File: src/design/multivib_params.svh
`ifndef MULTIVIB_PARAMS_SVH
`define MULTIVIB_PARAMS_SVH

// register byte offsets
`define OFF_PULSE_LEN 4'h0
`define OFF_OSC_HALF 4'h4
`define OFF_STATUS 4'h8
`define OFF_TRIG_CNT 4'hC

// register reset values, in clock cycles
`define PULSE_LEN_RST 32'h0000_0064
`define OSC_HALF_RST 32'h0000_0032

// status bit positions
`define STAT_OUT 0
`define STAT_OSC 1
`define STAT_PULSE 2
`define STAT_FREE 3
`define STAT_RECOVER 4
`define STAT_CLEAR 5

// pin synchroniser reset values, ordered as the pin struct
`define PIN_RST 6'h05

// timing
`define CLK_PERIOD_NS 25
`define RECOVERY_NS 50
`define RECOVERY_CYC ((`RECOVERY_NS + `CLK_PERIOD_NS - 1) / `CLK_PERIOD_NS)

`endif

File: src/design/multivib_pkg.sv
`default_nettype none
package multivib_pkg;

  // operating state of the multivibrator core
  typedef enum logic [1:0] {
    ST_IDLE,
    ST_FREE,
    ST_PULSE,
    ST_RECOVER
  } state_e;

  // control pins from the external logic, first field is the top bit
  typedef struct packed {
    logic trig_rise;
    logic trig_fall;
    logic free_run_en;
    logic free_run_en_n;
    logic pulse_extend_in;
    logic master_clear;
  } ctrl_pins_s;

  typedef logic [31:0] word_t;

endpackage
`default_nettype wire

File: src/design/retriggerable_multivibrator.sv
// Implementation choices: the register offsets and the Avalon-MM slave port.
`include "multivib_params.svh"
`default_nettype none
module retriggerable_multivibrator #(
  parameter int CNT_W = 24
) (
  input wire logic clk,
  input wire logic sys_rst,
  input wire multivib_pkg::ctrl_pins_s ctrl_pins,
  output logic pulse_out,
  output logic pulse_out_n,
  output logic osc_out,
  input wire logic [3:0] address,
  input wire logic read,
  input wire logic write,
  input wire logic [31:0] writedata,
  input wire logic [3:0] byteenable,
  output logic [31:0] readdata,
  output logic waitrequest
);
  import multivib_pkg::*;

  localparam int RECOV_CYC = `RECOVERY_CYC;
  localparam logic [CNT_W-1:0] RECOV_LAST = CNT_W'(`RECOVERY_CYC - 1);
  localparam logic [CNT_W-1:0] ONE = CNT_W'(1);

  logic [5:0] pin_lvl;
  logic [5:0] pin_next;
  ctrl_pins_s lvl_s;
  ctrl_pins_s nxt_s;
  logic mc_now;
  logic astable_en;
  logic ext_now;
  logic comb_q;
  logic comb_next;
  logic trig_edge;

  state_e state_q;
  state_e state_d;
  logic [CNT_W-1:0] cnt_q;
  logic [CNT_W-1:0] cnt_d;
  logic out_q;
  logic out_d;
  logic out_n_q;
  logic accept;
  logic osc_q;
  logic osc_d;
  logic [CNT_W-1:0] osc_cnt_q;
  logic [CNT_W-1:0] osc_cnt_d;
  logic osc_run;
  logic osc_tick;

  logic [CNT_W-1:0] pulse_len_q;
  logic [CNT_W-1:0] osc_half_q;
  logic [CNT_W-1:0] trig_cnt_q;
  logic [CNT_W-1:0] trig_cnt_d;
  logic [CNT_W-1:0] len_last;
  logic [CNT_W-1:0] half_last;
  logic waitrequest_q;
  word_t readdata_q;

  // all control pins share one synchroniser instance
  sync_filter #(
    .W(6),
    .RST_VAL(`PIN_RST)
  ) u_pins (
    .clk(clk),
    .sys_rst(sys_rst),
    .din(ctrl_pins),
    .lvl(pin_lvl),
    .lvl_next(pin_next)
  );

  // pin decode; the filtered next value saves a cycle of latency
  assign lvl_s = pin_lvl;
  assign nxt_s = pin_next;
  assign mc_now = nxt_s.master_clear;
  assign astable_en = nxt_s.free_run_en | ~nxt_s.free_run_en_n;
  assign ext_now = nxt_s.pulse_extend_in;

  // trigger is true polarity of rise pin and low fall pin, as one gate
  assign comb_q = lvl_s.trig_rise & ~lvl_s.trig_fall;
  assign comb_next = nxt_s.trig_rise & ~nxt_s.trig_fall;
  assign trig_edge = comb_next & ~comb_q;

  // zero in a count register would stall the counters, so read it as one
  assign len_last = (pulse_len_q == '0) ? '0 : pulse_len_q - ONE;
  assign half_last = (osc_half_q == '0) ? '0 : osc_half_q - ONE;

  // oscillator runs in free-run and during a one-shot pulse
  assign osc_run = (state_q == ST_FREE || state_q == ST_PULSE) && !mc_now;
  assign osc_tick = osc_run && (osc_cnt_q == half_last);
  assign osc_cnt_d = (!osc_run || osc_tick) ? '0 : osc_cnt_q + ONE;
  assign osc_d = !osc_run ? 1'b0 : (osc_tick ? ~osc_q : osc_q);

  // core sequencer; master clear overrides every state
  always_comb begin
    state_d = state_q;
    cnt_d = cnt_q;
    out_d = out_q;
    accept = 1'b0;
    if (mc_now) begin
      state_d = ST_IDLE;
      cnt_d = '0;
      out_d = 1'b0;
    end else begin
      case (state_q)
        ST_IDLE: begin
          if (trig_edge) begin
            state_d = ST_PULSE;
            cnt_d = '0;
            out_d = 1'b1;
            accept = 1'b1;
          end else if (astable_en) begin
            state_d = ST_FREE;
          end
        end
        ST_FREE: begin
          if (!astable_en) begin
            state_d = ST_IDLE;
            out_d = 1'b0;
          end else if (osc_tick && !osc_q) begin
            out_d = ~out_q;
          end
        end
        ST_PULSE: begin
          if (trig_edge && ext_now) begin
            cnt_d = '0;
            accept = 1'b1;
          end else if (cnt_q == len_last) begin
            state_d = ST_RECOVER;
            cnt_d = '0;
            out_d = 1'b0;
          end else begin
            cnt_d = cnt_q + ONE;
          end
        end
        ST_RECOVER: begin
          // triggers are ignored here; the length does not matter
          if (cnt_q == RECOV_LAST) begin
            state_d = ST_IDLE;
            cnt_d = '0;
          end else begin
            cnt_d = cnt_q + ONE;
          end
        end
        default: begin
          state_d = ST_IDLE;
        end
      endcase
    end
  end

  // core state and outputs; the complement has its own flop
  always_ff @(posedge clk or posedge sys_rst) begin
    if (sys_rst) begin
      state_q <= ST_IDLE;
      cnt_q <= '0;
      out_q <= 1'b0;
      out_n_q <= 1'b1;
      osc_q <= 1'b0;
      osc_cnt_q <= '0;
    end else begin
      state_q <= state_d;
      cnt_q <= cnt_d;
      out_q <= out_d;
      out_n_q <= ~out_d;
      osc_q <= osc_d;
      osc_cnt_q <= osc_cnt_d;
    end
  end

  assign pulse_out = out_q;
  assign pulse_out_n = out_n_q;
  assign osc_out = osc_q;

  // avalon slave: fixed one wait cycle, answer on the following edge
  logic bus_req;
  logic bus_ack;
  logic wr_fire;
  logic rd_take;
  logic sel_len;
  logic sel_half;
  logic sel_stat;
  logic sel_cnt;
  word_t wmask;
  word_t status_w;
  word_t rd_mux;
  logic [CNT_W-1:0] len_wr;
  logic [CNT_W-1:0] half_wr;

  assign bus_req = read | write;
  assign bus_ack = !waitrequest_q;
  assign wr_fire = write & bus_ack;
  assign rd_take = read & waitrequest_q;
  assign sel_len = (address == `OFF_PULSE_LEN);
  assign sel_half = (address == `OFF_OSC_HALF);
  assign sel_stat = (address == `OFF_STATUS);
  assign sel_cnt = (address == `OFF_TRIG_CNT);
  assign wmask = {{8{byteenable[3]}}, {8{byteenable[2]}},
                  {8{byteenable[1]}}, {8{byteenable[0]}}};
  assign len_wr = (pulse_len_q & ~wmask[CNT_W-1:0]) | (writedata[CNT_W-1:0] & wmask[CNT_W-1:0]);
  assign half_wr = (osc_half_q & ~wmask[CNT_W-1:0]) | (writedata[CNT_W-1:0] & wmask[CNT_W-1:0]);

  // status word; unused bits read zero
  always_comb begin
    status_w = '0;
    status_w[`STAT_OUT] = out_q;
    status_w[`STAT_OSC] = osc_q;
    status_w[`STAT_PULSE] = (state_q == ST_PULSE);
    status_w[`STAT_FREE] = (state_q == ST_FREE);
    status_w[`STAT_RECOVER] = (state_q == ST_RECOVER);
    status_w[`STAT_CLEAR] = mc_now;
  end

  // unmapped addresses read zero and ignore writes
  assign rd_mux = sel_len ? word_t'(pulse_len_q) :
                  sel_half ? word_t'(osc_half_q) :
                  sel_stat ? status_w :
                  sel_cnt ? word_t'(trig_cnt_q) : '0;

  // a trigger in the clearing cycle still counts
  assign trig_cnt_d = (wr_fire && sel_cnt) ? CNT_W'(accept) : trig_cnt_q + CNT_W'(accept);

  // bus handshake and read capture
  always_ff @(posedge clk or posedge sys_rst) begin
    if (sys_rst) begin
      waitrequest_q <= 1'b1;
      readdata_q <= '0;
    end else begin
      waitrequest_q <= !(bus_req && waitrequest_q);
      if (rd_take) begin
        readdata_q <= rd_mux;
      end
    end
  end

  // writable registers; period counts take effect at the next compare
  always_ff @(posedge clk or posedge sys_rst) begin
    if (sys_rst) begin
      pulse_len_q <= CNT_W'(`PULSE_LEN_RST);
      osc_half_q <= CNT_W'(`OSC_HALF_RST);
      trig_cnt_q <= '0;
    end else begin
      if (wr_fire && sel_len) begin
        pulse_len_q <= len_wr;
      end
      if (wr_fire && sel_half) begin
        osc_half_q <= half_wr;
      end
      trig_cnt_q <= trig_cnt_d;
    end
  end

  assign readdata = readdata_q;
  assign waitrequest = waitrequest_q;

  // helper: high cycles since the pulse start or last pulse_extend_in
  logic [CNT_W-1:0] hi_cnt_q;
  always_ff @(posedge clk or posedge sys_rst) begin
    if (sys_rst) begin
      hi_cnt_q <= '0;
    end else if (!out_q || (state_q == ST_PULSE && accept)) begin
      hi_cnt_q <= '0;
    end else begin
      hi_cnt_q <= hi_cnt_q + ONE;
    end
  end

  a_outs_inverse: assert property (@(posedge clk) disable iff (sys_rst)
    out_q == ~out_n_q)
    else $error("pulse outputs not inverse");

  a_clear_idle: assert property (@(posedge clk) disable iff (sys_rst)
    mc_now |=> (!out_q && !osc_q && state_q == ST_IDLE))
    else $error("master clear did not idle outputs");

  a_clear_holds: assert property (@(posedge clk) disable iff (sys_rst)
    (mc_now && $past(mc_now)) |-> !out_q)
    else $error("pulse while master clear held");

  a_trig_start: assert property (@(posedge clk) disable iff (sys_rst)
    (state_q == ST_IDLE && trig_edge && !mc_now) |=> (out_q && state_q == ST_PULSE))
    else $error("trigger edge did not start pulse");

  a_pulse_length: assert property (@(posedge clk) disable iff (sys_rst)
    ($fell(out_q) && $past(state_q) == ST_PULSE && !$past(mc_now))
    |-> $past(hi_cnt_q) == $past(len_last))
    else $error("one-shot pulse length wrong");

  a_retrig_restart: assert property (@(posedge clk) disable iff (sys_rst)
    (state_q == ST_PULSE && trig_edge && ext_now && !mc_now && len_last != '0)
    |=> (cnt_q == '0 && out_q) ##1 out_q)
    else $error("pulse_extend_in did not restart timing");

  a_plain_no_restart: assert property (@(posedge clk) disable iff (sys_rst)
    (state_q == ST_PULSE && trig_edge && !ext_now && !mc_now && cnt_q != len_last)
    |=> cnt_q == $past(cnt_q) + ONE)
    else $error("plain trigger restarted pulse");

  a_recover_bound: assert property (@(posedge clk) disable iff (sys_rst)
    $rose(state_q == ST_RECOVER) |-> ##[1:RECOV_CYC] state_q != ST_RECOVER)
    else $error("recovery too long");

  a_gate_off: assert property (@(posedge clk) disable iff (sys_rst)
    (state_q == ST_FREE && !astable_en) |=> (state_q == ST_IDLE && !out_q))
    else $error("free-run not gated off");

  a_osc_half: assert property (@(posedge clk) disable iff (sys_rst)
    (state_q == ST_FREE && state_d == ST_FREE && osc_tick && !osc_q)
    |=> (out_q != $past(out_q) && osc_q))
    else $error("pulse output not toggling on oscillator rise");

  a_free_osc: assert property (@(posedge clk) disable iff (sys_rst)
    (state_q == ST_FREE && osc_tick && state_d == ST_FREE) |=> osc_q != $past(osc_q))
    else $error("free-run oscillator did not toggle");

  a_bus_answer: assert property (@(posedge clk) disable iff (sys_rst)
    (bus_req && waitrequest_q) |=> !waitrequest_q ##1 waitrequest_q)
    else $error("bus answer not one cycle");

  c_pulse_extend_in: cover property (@(posedge clk) disable iff (sys_rst)
    state_q == ST_PULSE && accept);
  c_pulse_done: cover property (@(posedge clk) disable iff (sys_rst)
    state_q == ST_RECOVER ##1 state_q == ST_IDLE);
  c_free_toggle: cover property (@(posedge clk) disable iff (sys_rst)
    state_q == ST_FREE && $rose(out_q));
  c_clear_in_pulse: cover property (@(posedge clk) disable iff (sys_rst)
    state_q == ST_PULSE && mc_now);

endmodule // retriggerable_multivibrator
`default_nettype wire

File: src/design/sync_filter.sv
`default_nettype none
module sync_filter #(
  parameter int W = 1,
  parameter logic [W-1:0] RST_VAL = '0
) (
  input wire logic clk,
  input wire logic sys_rst,
  input wire logic [W-1:0] din,
  output logic [W-1:0] lvl,
  output logic [W-1:0] lvl_next
);

  logic [W-1:0] s1_q;
  logic [W-1:0] s2_q;
  logic [W-1:0] s3_q;
  logic [W-1:0] lvl_q;
  logic [W-1:0] differ;

  // three stages; stage one feeds only stage two
  always_ff @(posedge clk or posedge sys_rst) begin
    if (sys_rst) begin
      s1_q <= RST_VAL;
      s2_q <= RST_VAL;
      s3_q <= RST_VAL;
      lvl_q <= RST_VAL;
    end else begin
      s1_q <= din;
      s2_q <= s1_q;
      s3_q <= s2_q;
      lvl_q <= lvl_next;
    end
  end

  // a change counts once stages two and three agree
  assign differ = s2_q ^ s3_q;
  assign lvl_next = (~differ & s3_q) | (differ & lvl_q);
  assign lvl = lvl_q;

endmodule // sync_filter
`default_nettype wire

File: config.mk
export PLATFORM = sky130hd
export DESIGN_NAME = retriggerable_multivibrator
export DESIGN_NICKNAME = d
export VERILOG_FILES = /design/src/design/multivib_pkg.sv /design/src/design/retriggerable_multivibrator.sv /design/src/design/sync_filter.sv
export VERILOG_INCLUDE_DIRS = /design/src /design/src/design
export SDC_FILE = /design/constraint.sdc
export NUM_CORES = 1
export LEC_CHECK = 0
export ABC_CLOCK_PERIOD_IN_PS = 6800
export BUFFER_PORTS_ARGS = -buffer_cell sky130_fd_sc_hd__buf_2
export CORE_MARGIN = 2
export CORE_UTILIZATION = 45
export DETAILED_ROUTE_END_ITERATION = 12
export HOLD_SLACK_MARGIN = 0.1
export PLACE_DENSITY = 0.69
export SETUP_SLACK_MARGIN = 0.1
export SYNTH_ARGS = -nofsm -noshare
export SYNTH_HDL_FRONTEND = slang
export SYNTH_SLANG_ARGS = --single-unit
File: constraint.sdc
create_clock -name clk -period 6.8 [get_ports clk]
set_input_delay 1.36 -clock clk [delete_from_list [all_inputs] [get_ports clk]]
set_output_delay 1.36 -clock clk [all_outputs]
set_load 0.05 [all_outputs]
Yosys cells after proc, flatten, opt, wreduce, memory -nomap -nowiden
Cells that the tools add are included.

Register bits after elaboration: 182. Output and inout bits: 36.

$add $sub $neg: 5. Multiplexer cells: 35. Reductions and logical operators: 22. Bitwise operators: 25. Eq/ne operators: 16.

Operators by type and width (number): $mux 24 (13); $and 24x24->24 (3); $pmux 24 s3 (1); $add 24x1->24 const B (2); $eq 24x24->1 (2); $logic_not 24->1 (2); $or 24x24->24 (2); $sub 24x1->24 const B (2); $add 24x1->24 (1); $eq 24x1->1 const B (1); $not 24->24 (1); $mux 2 (7); $and 6x6->6 (2); $mux 1 (11); $ne 3x2->1 const B (3); $eq 4x4->1 const B (2); $logic_and 1x1->1 (8); $pmux 2 s4 (1); $not 1->1 (7); $ne 3x1->1 const B (2); $not 6->6 (1); $or 6x6->6 (1); $xor 6x6->6 (1); $and 1x1->1 (5); other kinds (15) (22).

Logic depth before layout (Yosys ltp)
Gate-level depths: netlist of the first run.

Word-level depth: 13. Gate-level depth with buffers: 15. Mapped depth without buffers: 13.

Cells and area by module
From an unflattened synthesis of the first run, not the netlist that was laid out.

Cells, all modules: 1133. Area, all modules: 10587.7 um2.

Modules (own cells, without submodules): retriggerable_multivibrator (cells an instance 1102, seq. area each 3763.6 um2, instances 1, area an instance 9905.8 um2); sync_filter (cells an instance 31, seq. area each 610.6 um2, instances 1, area an instance 681.9 um2).

Least setup slack after synthesis of the first run
OpenSTA, ideal clock, no wires.

Kind: register to register. Start: reg with a tool-made name. End: reg cnt_q[2]. Setup time: 0.138 ns. Data arrival time: 3.261 ns. Period minus slack after synthesis: 3.400 ns. Cell stages (with the launch flop): 16. Data required time: 6.662 ns. Path slack: 3.400 ns. Buffers on the path: 3. Cells stage by stage: dfrtp_1 clkbuf_1 inv_1 ha_1 nor4b_1 nand4_1 o21a_1 or2_1 o21a_1 o32ai_2 nand4_1 or4_1 clkbuf_1 buf_4 a31oi_1 a31oi_1.

RTL lines: end signal: assignment (line retriggerable_multivibrator.sv:165) `cnt_q <= cnt_d;`; end: declaration (line retriggerable_multivibrator.sv:40) `logic [CNT_W-1:0] cnt_q;`.

==> impl_metrics.json, run 1 <==
{
  "die_area_um2": 24900,
  "peakVddDrop_uv": 178,
  "fillCellCount": 2173,
  "grt_max_degree": 65,
  "ys_types": 88,
  "place_ws_ps": 2410,
  "dr_total_vias": 8752,
  "placed_cell_area_um2": 11100,
  "cts_tree": "done",
  "die_h_um": 158,
  "leakage_nw": 4.89,
  "cts.htree.levels": 4,
  "grt_pass1_wl_um": 44400,
  "start_util_pct": 45.6,
  "r2r_cells": 10,
  "fin_util_pct": 49.9,
  "clk_pin_slew_ps": 70,
  "min_path_cells": 0,
  "clkPwrFrac_pct": 29.1,
  "area_growth_pct": 9.42,
  "reg2reg_slack_ps": 2280,
  "synthArstFlopShare_pct": 100,
  "fin_cells": 1495,
  "cts_max_path_buffers": 2,
  "p_int_mw": 2.08,
  "dp_hpwl_um": 20000,
  "switching_share_pct": 38.3,
  "layout_min_cycle_time_ps": 4520,
  "seq_area_frac_synth_pct": 41.1,
  "post-cts-setup-buffers": 0,
  "nNetsFinal": 1224,
  "setup_slack_ps": 2280,
  "synth_ff_type": "dfrtp_1",
  "drcViolationCount": 0,
  "crit_path_start_kind": "flip-flop",
  "finClkSkew_ps": 11.1,
  "placementRows": 56,
  "dp_cells": 1463,
  "status": "completed",
  "hold_viol_final": 0,
  "required_ps": 7120,
  "hold_slack_ps": 356,
  "syn-cell-area_um2": 10600,
  "clk_latency_ps": 450,
  "slew_headroom_pct": 26.5,
  "grt_pass1_vias": 8137,
  "worst_pin_slew_ps": 1100,
  "numCtsBuffers": 17,
  "synth_edf_count": 0,
  "core_area_um2": 23300,
  "totalWireLength_um": 27400,
  "p_sw_mw": 1.29,
  "maxUsedRoutingLayer": "met4",
  "rsz0062_at_grt": "no",
  "initialDrtViolationCount": 711,
  "cts_hold_buf": 0,
  "fin_crit_sh_pct": 66.5,
  "max_cap_violations": 0,
  "grt_usage_pct": 22.9,
  "slew_viol_final": 0,
  "min_to": "u_pins.s2_q[5]",
  "critPathKind": "reg -> reg",
  "gp_congestion": 0.953,
  "arrival_ps": 4840,
  "route.met3.wl_um": 1330,
  "port_buffers": 68,
  "drive_gt1_share_pct": 18.3,
  "yosys_warnings": 0,
  "wl_met1_um": 13300,
  "hp-class": "reg -> reg",
  "hp-start": "u_pins.s1_q[5]",
  "share_comb_of_total_power_pct": 30.4,
  "ys_ff_latch": 174,
  "num_antenna_cells": 0,
  "met2WireLength_um": 12000,
  "grt_antenna_before_repair": 0,
  "ios": 86,
  "fin_tns_setup_ps": 0,
  "power_frac_seq_pct": 40.5,
  "power_mw": 3.36,
  "fmax_mhz": 221,
  "die-width_um": 158,
  "final_area_um2": 11700,
  "power_density_nw_per_um2": 289,
  "syn_inst": 1150,
  "critPathCaptureType": "flip-flop",
  "drtAntennaViolNets": 0,
  "drt-wirelength-per-cell_um": 18.3,
  "regToRegEndpoint": "cnt_q[20]",
  "root_buffer": "clkbuf_16",
  "ctsResizeCount": 0,
  "firstDrtPassIters": 7,
  "avgSynthCellArea_um2": 9.26,
  "finalSetupViolations": 0,
  "via_per_inst": 5.85,
  "grt_overflow_total": 0,
  "clkSinkCount": 174,
  "crit_path_max_fanout": 31
}
==> metal layers <==
metal  global-route usage (%)  vias up
met5                        0        -
met4                     7.45        0
met3                     3.97       48
met2                     34.0      258
met1                     33.8     4311
li1                         -     4135
==> synthesized netlist by cell type (all sizes together) (4+ instances only) <==
library cell,number,area share (%)
nand3b,6,0.42
o21a,6,0.42
o31ai,4,0.28
a31oi,25,1.5
clkbuf,60,2.1
xnor2,48,3.9
a21oi,37,1.7
or3,17,1.0
a211oi,5,0.35
mux2i,7,0.66
or2,7,0.41
nand4,19,1.1
o21ai,52,2.4
nand3,51,2.4
nand2,109,3.9
mux2,66,7.0
nor2,111,3.9
nor2b,18,1.1
o211ai,10,0.71
o2111ai,7,0.63
nor3b,10,0.71
dfrtp,158,37
inv,25,0.88
dfstp,16,3.9
and4,4,0.33
and3,26,1.6
ha,11,1.3
xnor3,5,1.1
buf,27,1.7
nor4,22,1.7
a21o,4,0.28
maj3,6,0.56
a22oi,20,1.4
and2,4,0.23
nor3,31,1.5
o22ai,6,0.35
nand2b,4,0.23
nor4b,7,0.58
o32ai,5,0.48
xor2,44,3.6
or4,7,0.56
==> cell type report <==
class	instances	area, um2	share of cell area, %
Timing Repair Buffer	75	393	3.37
Clock inverter	14	145	1.25
Inverter	25	98.8	0.848
Clock buffer	18	439	3.77
Sequential cell	174	4370	37.5
Multi-Input combinational cell	870	5800	49.8
Tap cell	319	399	3.43
==> kinds of logic after synthesis <==
group / after synthesis / share of synthesized area [%]
AOI/OAI and AO/OA: 209 / 13.1
xor gates and xnor gates: 97 / 8.63
adders and majority gates: 17 / 1.86
buffers and inverters: 113 / 4.83
DFF: 174 / 41.1
muxes: 73 / 7.64
other: 1 / 0.0352
and+or+nand+nor: 466 / 22.8
==> power groups by stage <==
stage                     clock [mW]  combinational [mW]  sequential, mW
final                          0.978                1.02            1.36
after global routing            1.04                1.13            1.38
after CTS                       1.00                1.01            1.36
after detailed placement           0                1.01            1.38
after global placement             0               0.991            1.37
after floorplan                    0               0.805            1.34
==> critical path: stages (launching register included) <==
cell and delay, ps:
dfrtp_1 480, nor3_1 560, nand3_1 540, nor3_1 340, xnor2_1 240, a21oi_1 110
o311ai_0 670, nand2_1 80, or4_1 910, nand2_4 330, o211ai_1 120
==> worst max path at each step <==
| stage | startpoint | end | slack, ps |
|---|---|---|---|
| after detailed placement | flip-flop | cnt_q[20] | 2410 |
| after global placement | flip-flop | cnt_q[19] | 2490 |
| after CTS | flip-flop | cnt_q[18] | 2420 |
| after global routing | flip-flop | cnt_q[19] | 1910 |
| final | flip-flop | cnt_q[20] | 2280 |
| after floorplan | sys_rst | asynchronous set/reset pin | 750 |
==> cell usage in the layout, fill, tap and decap left out, drive strengths merged, types with 8 or more instances in the layout <==
cell type	Yosys	final
nor2	111	111
ha	11	11
nand2	109	109
nor4	22	22
xor2	44	44
buf	27	75
nor3	31	31
inv	25	32
a22oi	20	20
o21ai	52	52
nand4	19	19
nand3	51	51
xnor2	48	48
and3	26	26
clkbuf	60	18
a21oi	37	37
nor3b	10	10
conb	1	8
dfstp	16	16
nor2b	18	18
or3	17	17
mux2	66	66
a31oi	25	25
o211ai	10	10
dfrtp	158	158
(Power assumes the default switching activity.)
==> inputs of run 2 (changes only) <==
--- a/config.mk
+++ b/config.mk
@@ -6,13 +6,13 @@
 export SDC_FILE = /design/constraint.sdc
 export NUM_CORES = 1
 export LEC_CHECK = 0
-export ABC_CLOCK_PERIOD_IN_PS = 6800
+export ABC_CLOCK_PERIOD_IN_PS = 3600
 export BUFFER_PORTS_ARGS = -buffer_cell sky130_fd_sc_hd__buf_2
 export CORE_MARGIN = 2
 export CORE_UTILIZATION = 45
 export DETAILED_ROUTE_END_ITERATION = 12
 export HOLD_SLACK_MARGIN = 0.1
-export PLACE_DENSITY = 0.69
+export PLACE_DENSITY = 0.71
 export SETUP_SLACK_MARGIN = 0.1
 export SYNTH_ARGS = -nofsm -noshare
 export SYNTH_HDL_FRONTEND = slang
==> constraint.sdc (replaced) <==
create_clock -name clk -period 3.6 [get_ports clk]
set_input_delay 0.72 -clock clk [delete_from_list [all_inputs] [get_ports clk]]
set_output_delay 0.72 -clock clk [all_outputs]
set_load 0.05 [all_outputs]
==> run 2 against run 1 <==
First-iteration DRC count increased by 14%. Non-clock buffer count increased by 80. Sequential share of layout area is 2.4 points lower. Fmax is 30% higher. Combinational power increased by 140%. Die area unchanged. Clock power increased by 89%. Final cell count is 5.4% higher. Hold slack got worse by 0.75 ps. Clock skew grew 0.93 ps. Largest cell class unchanged.
==> impl_metrics.json, run 2 (synthesis gave the netlist of run 1 again) <==
{
  "num_antenna_cells": 0,
  "finalSetupViolations": 0,
  "totalWireLength_um": 28700,
  "clk_latency_ps": 440,
  "max_cap_violations": 0,
  "fin_crit_sh_pct": 96.9,
  "die-width_um": 158,
  "status": "completed",
  "placementRows": 56,
  "hold_viol_final": 0,
  "final_cell_mix": "158 x dfrtp_1, 111 x nor2_1, 108 x nand2_1",
  "cts_tree": "done",
  "drt-wirelength-per-cell_um": 18.2,
  "layout_min_cycle_time_ps": 3490,
  "area_growth_pct": 16.9,
  "numCtsBuffers": 17,
  "core_area_um2": 23300,
  "firstDrtPassIters": 5,
  "die_area_um2": 24900,
  "worst_pin_slew_ps": 1220,
  "cts.htree.levels": 4,
  "power_density_nw_per_um2": 542,
  "die_h_um": 158,
  "reg2reg_slack_ps": 110,
  "hp-class": "reg -> reg",
  "slew_viol_final": 0,
  "layout_commonest_cell": "dfrtp_1",
  "slew_headroom_pct": 18.7,
  "fin_cells": 1575,
  "dr_total_vias": 9124,
  "regToRegEndpoint": "osc_cnt_q[22]",
  "critPathKind": "reg -> reg",
  "drcViolationCount": 0,
  "start_util_pct": 45.6,
  "grt_max_degree": 175,
  "fmax_mhz": 287,
  "arrival_ps": 3860,
  "crit_path_max_fanout": 24,
  "crit_path_start_kind": "flip-flop",
  "clkSinkCount": 174,
  "root_buffer": "clkbuf_16",
  "initialDrtViolationCount": 809,
  "drtAntennaViolNets": 0,
  "required_ps": 3970,
  "ios": 86,
  "fillCellCount": 2088,
  "hp-start": "u_pins.s1_q[5]",
  "min_to": "u_pins.s2_q[5]",
  "finClkSkew_ps": 12.1,
  "dp_cells": 1534,
  "grt_antenna_before_repair": 1,
  "fin_util_pct": 53.4,
  "r2r_cells": 13,
  "leakage_nw": 5.33,
  "gp_congestion": 0.921,
  "nNetsFinal": 1304,
  "rsz0062_at_grt": "yes",
  "dp_hpwl_um": 21000,
  "peakVddDrop_uv": 384,
  "min_path_cells": 0,
  "power_mw": 6.75,
  "clk_pin_slew_ps": 70,
  "drive_gt1_share_pct": 25.2,
  "cts_max_path_buffers": 2,
  "via_per_inst": 5.79,
  "grt_usage_pct": 23.7,
  "fin_tns_setup_ps": 0,
  "critPathCaptureType": "flip-flop",
  "port_buffers": 68,
  "cts_hold_buf": 0,
  "grt_overflow_total": 0,
  "grt_pass1_wl_um": 46100,
  "grt_pass1_vias": 8550,
  "hold_slack_ps": 355
}
[run 2: cell types whose count changed in the layout (fill, tap and decap cells not counted), sizes merged]
| cell | delta |
|---|---|
| clkinvlp | +2 |
| clkinv | -1 |
| inv | -1 |
| buf | +80 |
[run 2: through the flow]
step                setup WS, ps  area [um2]
global route               -11.6       12500
global placement            72.8       11600
CTS                          102       12200
detailed placement          49.7       11600
finish                       110       12500
floorplan                    200       10700
[run 2: where the power goes]
part	total [mW]	switching (mW)	internal, mW
logic	2.42	1.38	1.04
registers	2.49	0.283	2.21
clock network	1.85	0.907	0.943
total	6.75	2.57	4.19
[run 2: how the worst max path moves through the flow]
stage / startpoint / to / slack [ps] / depth (start not counted)
3_5_place_dp: flip-flop / cnt_q[19] / 50 / 11
4_1_cts: flip-flop / cnt_q[19] / 100 / 11
2_1_floorplan: flip-flop / cnt_q[2] / 200 / 15
5_1_grt: flip-flop / pulse_out_n / -10 / 10
6_report: flip-flop / osc_cnt_q[22] / 110 / 13
3_3_place_gp: flip-flop / pulse_out_n / 70 / 10
[run 2: worst max-delay path, stage by stage (launching register included)]
cell,delay [ps]
dfrtp_1,390
or3_4,430
or4_4,540
buf_4,170
buf_4,150
or3_1,420
o2111ai_1,160
nor4_1,80
buf_4,150
o2111ai_2,250
nor2_1,90
or2_1,260
buf_12,170
nor2_1,130
[run 2: layout make-up]
class	instances	area (um2)	share of cell area, %
clock buffers	18	439	3.53
repair buffers	155	1030	8.30
inverters	25	97.6	0.784
well taps	319	399	3.21
flip-flops and latches	174	4370	35.1
clock inverters	14	146	1.18
multi-input cells	870	5960	47.9
[run 2: routing by layer]
layer | up-vias | share of wire (%) | global-route usage, %
met5 | - | 0.045 | 0
met3 | 54 | 5.5 | 3.86
met1 | 4501 | 46 | 33.2
li1 | 4284 | - | -
met4 | 2 | 2.6 | 7.97
met2 | 283 | 45 | 37.3
[run 2: repair_timing]
item | CTS | global route
endpoints found under the hold margin | 0 | 0
pin swaps | 8 | 14
setup endpoints to repair | 17 | 53
buffers inserted | 2 | 7
gates resized for setup | 4 | 28
==> inputs of run 3 (changes only) <==
--- a/config.mk
+++ b/config.mk
@@ -13,7 +13,7 @@
 export DETAILED_ROUTE_END_ITERATION = 12
 export HOLD_SLACK_MARGIN = 0.1
 export PLACE_DENSITY = 0.71
-export SETUP_SLACK_MARGIN = 0.1
+export SETUP_SLACK_MARGIN = 0.3
 export SYNTH_ARGS = -nofsm -noshare
 export SYNTH_HDL_FRONTEND = slang
 export SYNTH_SLANG_ARGS = --single-unit
==> run 3 against run 2 <==
Design area rose by 6.8%. First-iteration DRC count fell by 14%. Die area did not move. Global-route usage rose by 0.24 points. Hold slack got worse by 150 ps. Non-clock buffer count rose by 23. Critical path type unchanged.
==> impl_metrics.json, run 3 (synthesis gave the netlist of run 1 again) <==
{
  "nNetsFinal": 1328,
  "dp_hpwl_um": 21600,
  "required_ps": 3940,
  "initialDrtViolationCount": 698,
  "peakVddDrop_uv": 317,
  "clkSinkCount": 174,
  "placementRows": 56,
  "fin_util_pct": 57.0,
  "port_buffers": 68,
  "drive_gt1_share_pct": 32.7,
  "grt_antenna_before_repair": 0,
  "critPathCaptureType": "flip-flop",
  "hp-class": "in -> async",
  "die_area_um2": 24900,
  "worst_pin_slew_ps": 671,
  "clk_latency_ps": 440,
  "numCtsBuffers": 17,
  "grt_pass1_wl_um": 46100,
  "power_mw": 7.17,
  "grt_overflow_total": 0,
  "power_density_nw_per_um2": 539,
  "hold_viol_final": 0,
  "slew_viol_final": 0,
  "start_util_pct": 45.6,
  "status": "completed",
  "cts_tree": "done",
  "rsz0062_at_grt": "yes",
  "gp_congestion": 0.928,
  "drt-wirelength-per-cell_um": 19.1,
  "grt_usage_pct": 23.9,
  "fillCellCount": 1988,
  "layout_min_cycle_time_ps": 3430,
  "root_buffer": "clkbuf_16",
  "grt_pass1_vias": 8528,
  "max_cap_violations": 0,
  "core_area_um2": 23300,
  "cts_max_path_buffers": 2,
  "crit_path_max_fanout": 7,
  "fmax_mhz": 292,
  "drtAntennaViolNets": 0,
  "clk_pin_slew_ps": 80,
  "critPathKind": "reg -> reg",
  "layout_commonest_cell": "dfrtp_1",
  "finalSetupViolations": 0,
  "placed_cell_area_um2": 11600,
  "totalWireLength_um": 30600,
  "final_cell_mix": "154 x dfrtp_1, 107 x nand2_1, 97 x buf_4",
  "slew_headroom_pct": 55.2,
  "final_area_um2": 13300,
  "reg2reg_slack_ps": 170,
  "via_per_inst": 5.85,
  "leakage_nw": 5.60,
  "num_antenna_cells": 0,
  "area_growth_pct": 24.9,
  "drcViolationCount": 0,
  "fin_cells": 1599,
  "fin_crit_sh_pct": 95.2,
  "dp_cells": 1531,
  "grt_max_degree": 72,
  "finClkSkew_ps": 14.7,
  "arrival_ps": 3770,
  "cts.htree.levels": 4,
  "die-width_um": 158,
  "die_h_um": 158,
  "dr_total_vias": 9358,
  "crit_path_start_kind": "flip-flop",
  "firstDrtPassIters": 5,
  "ios": 86
}
[run 3: cell count changes in the layout (fill, tap and decap cells not counted), moves of 6 or more]
cell,delta
buf_4,+16
nor2_1,-23
nor3_1,-6
nor3_2,+7
a31oi_1,-8
nor2_4,+13
nor2_2,+10
a31oi_4,+7
[run 3: area by class of cell]
class	instances	area, um2	share of cell area [%]
repair buffers	178	1320	9.93
multi-input cells	871	6510	48.9
clock buffers	18	429	3.23
flip-flops and latches	174	4380	32.9
clock inverters	14	170	1.28
inverters	25	97.6	0.734
well taps	319	399	3.00
[run 3: final timing paths]
check | from | endpoint | cells past startpoint
worst max-delay path | flip-flop | cnt_q[7] | 13
worst min-delay path | sys_rst | readdata[8] | 2
worst min register to register | u_pins.s1_q[5] | u_pins.s2_q[5] | 0
max in group asynchronous | sys_rst | asynchronous set/reset pin | 3
worst max register to register | flip-flop | cnt_q[7] | 13
min in group clk | u_pins.s1_q[5] | u_pins.s2_q[5] | 0
[run 3: repair_timing]
action	CTS	global route
setup buffers	6	23
pin swaps	7	48
cloned	0	7
gates resized for setup	20	124
hold buffers	0	0
setup endpoints to repair	50	57
[run 3: critical path, stage by stage, from the launching register on]
cell and delay (ps):
dfrtp_1 510, nor4b_4 370, nand4_1 170, buf_6 180, buf_4 150, o21ai_0 160
mux2i_1 130, a211oi_1 270, o311a_1 270, nand2_1 70, or4_4 590, buf_8 200
o211a_1 120, a21o_1 140
[run 3: metrics by stage]
step	worst slack, ps	hold slack [ps]	setup TNS (ps)
floorplan	295	331	0
global placement	101	336	0
finish	174	208	0
detailed placement	-1.99	336	-1.99
global route	24.4	225	0
CTS	143	200	0
[run 3: power breakdown]
part | switching [mW] | internal [mW]
Combinational | 1.55 | 1.22
Sequential | 0.311 | 2.21
Clock | 0.931 | 0.944
Total | 2.79 | 4.37
[run 3: routing by layer]
metal / up-vias / track usage, % / part of all wire, %
met2: 304 / 37.2 / 47
met3: 48 / 3.59 / 5.4
li1: 4351 / - / -
met1: 4655 / 34.3 / 46
met5: - / 0 / 0
met4: 0 / 7.49 / 2.0
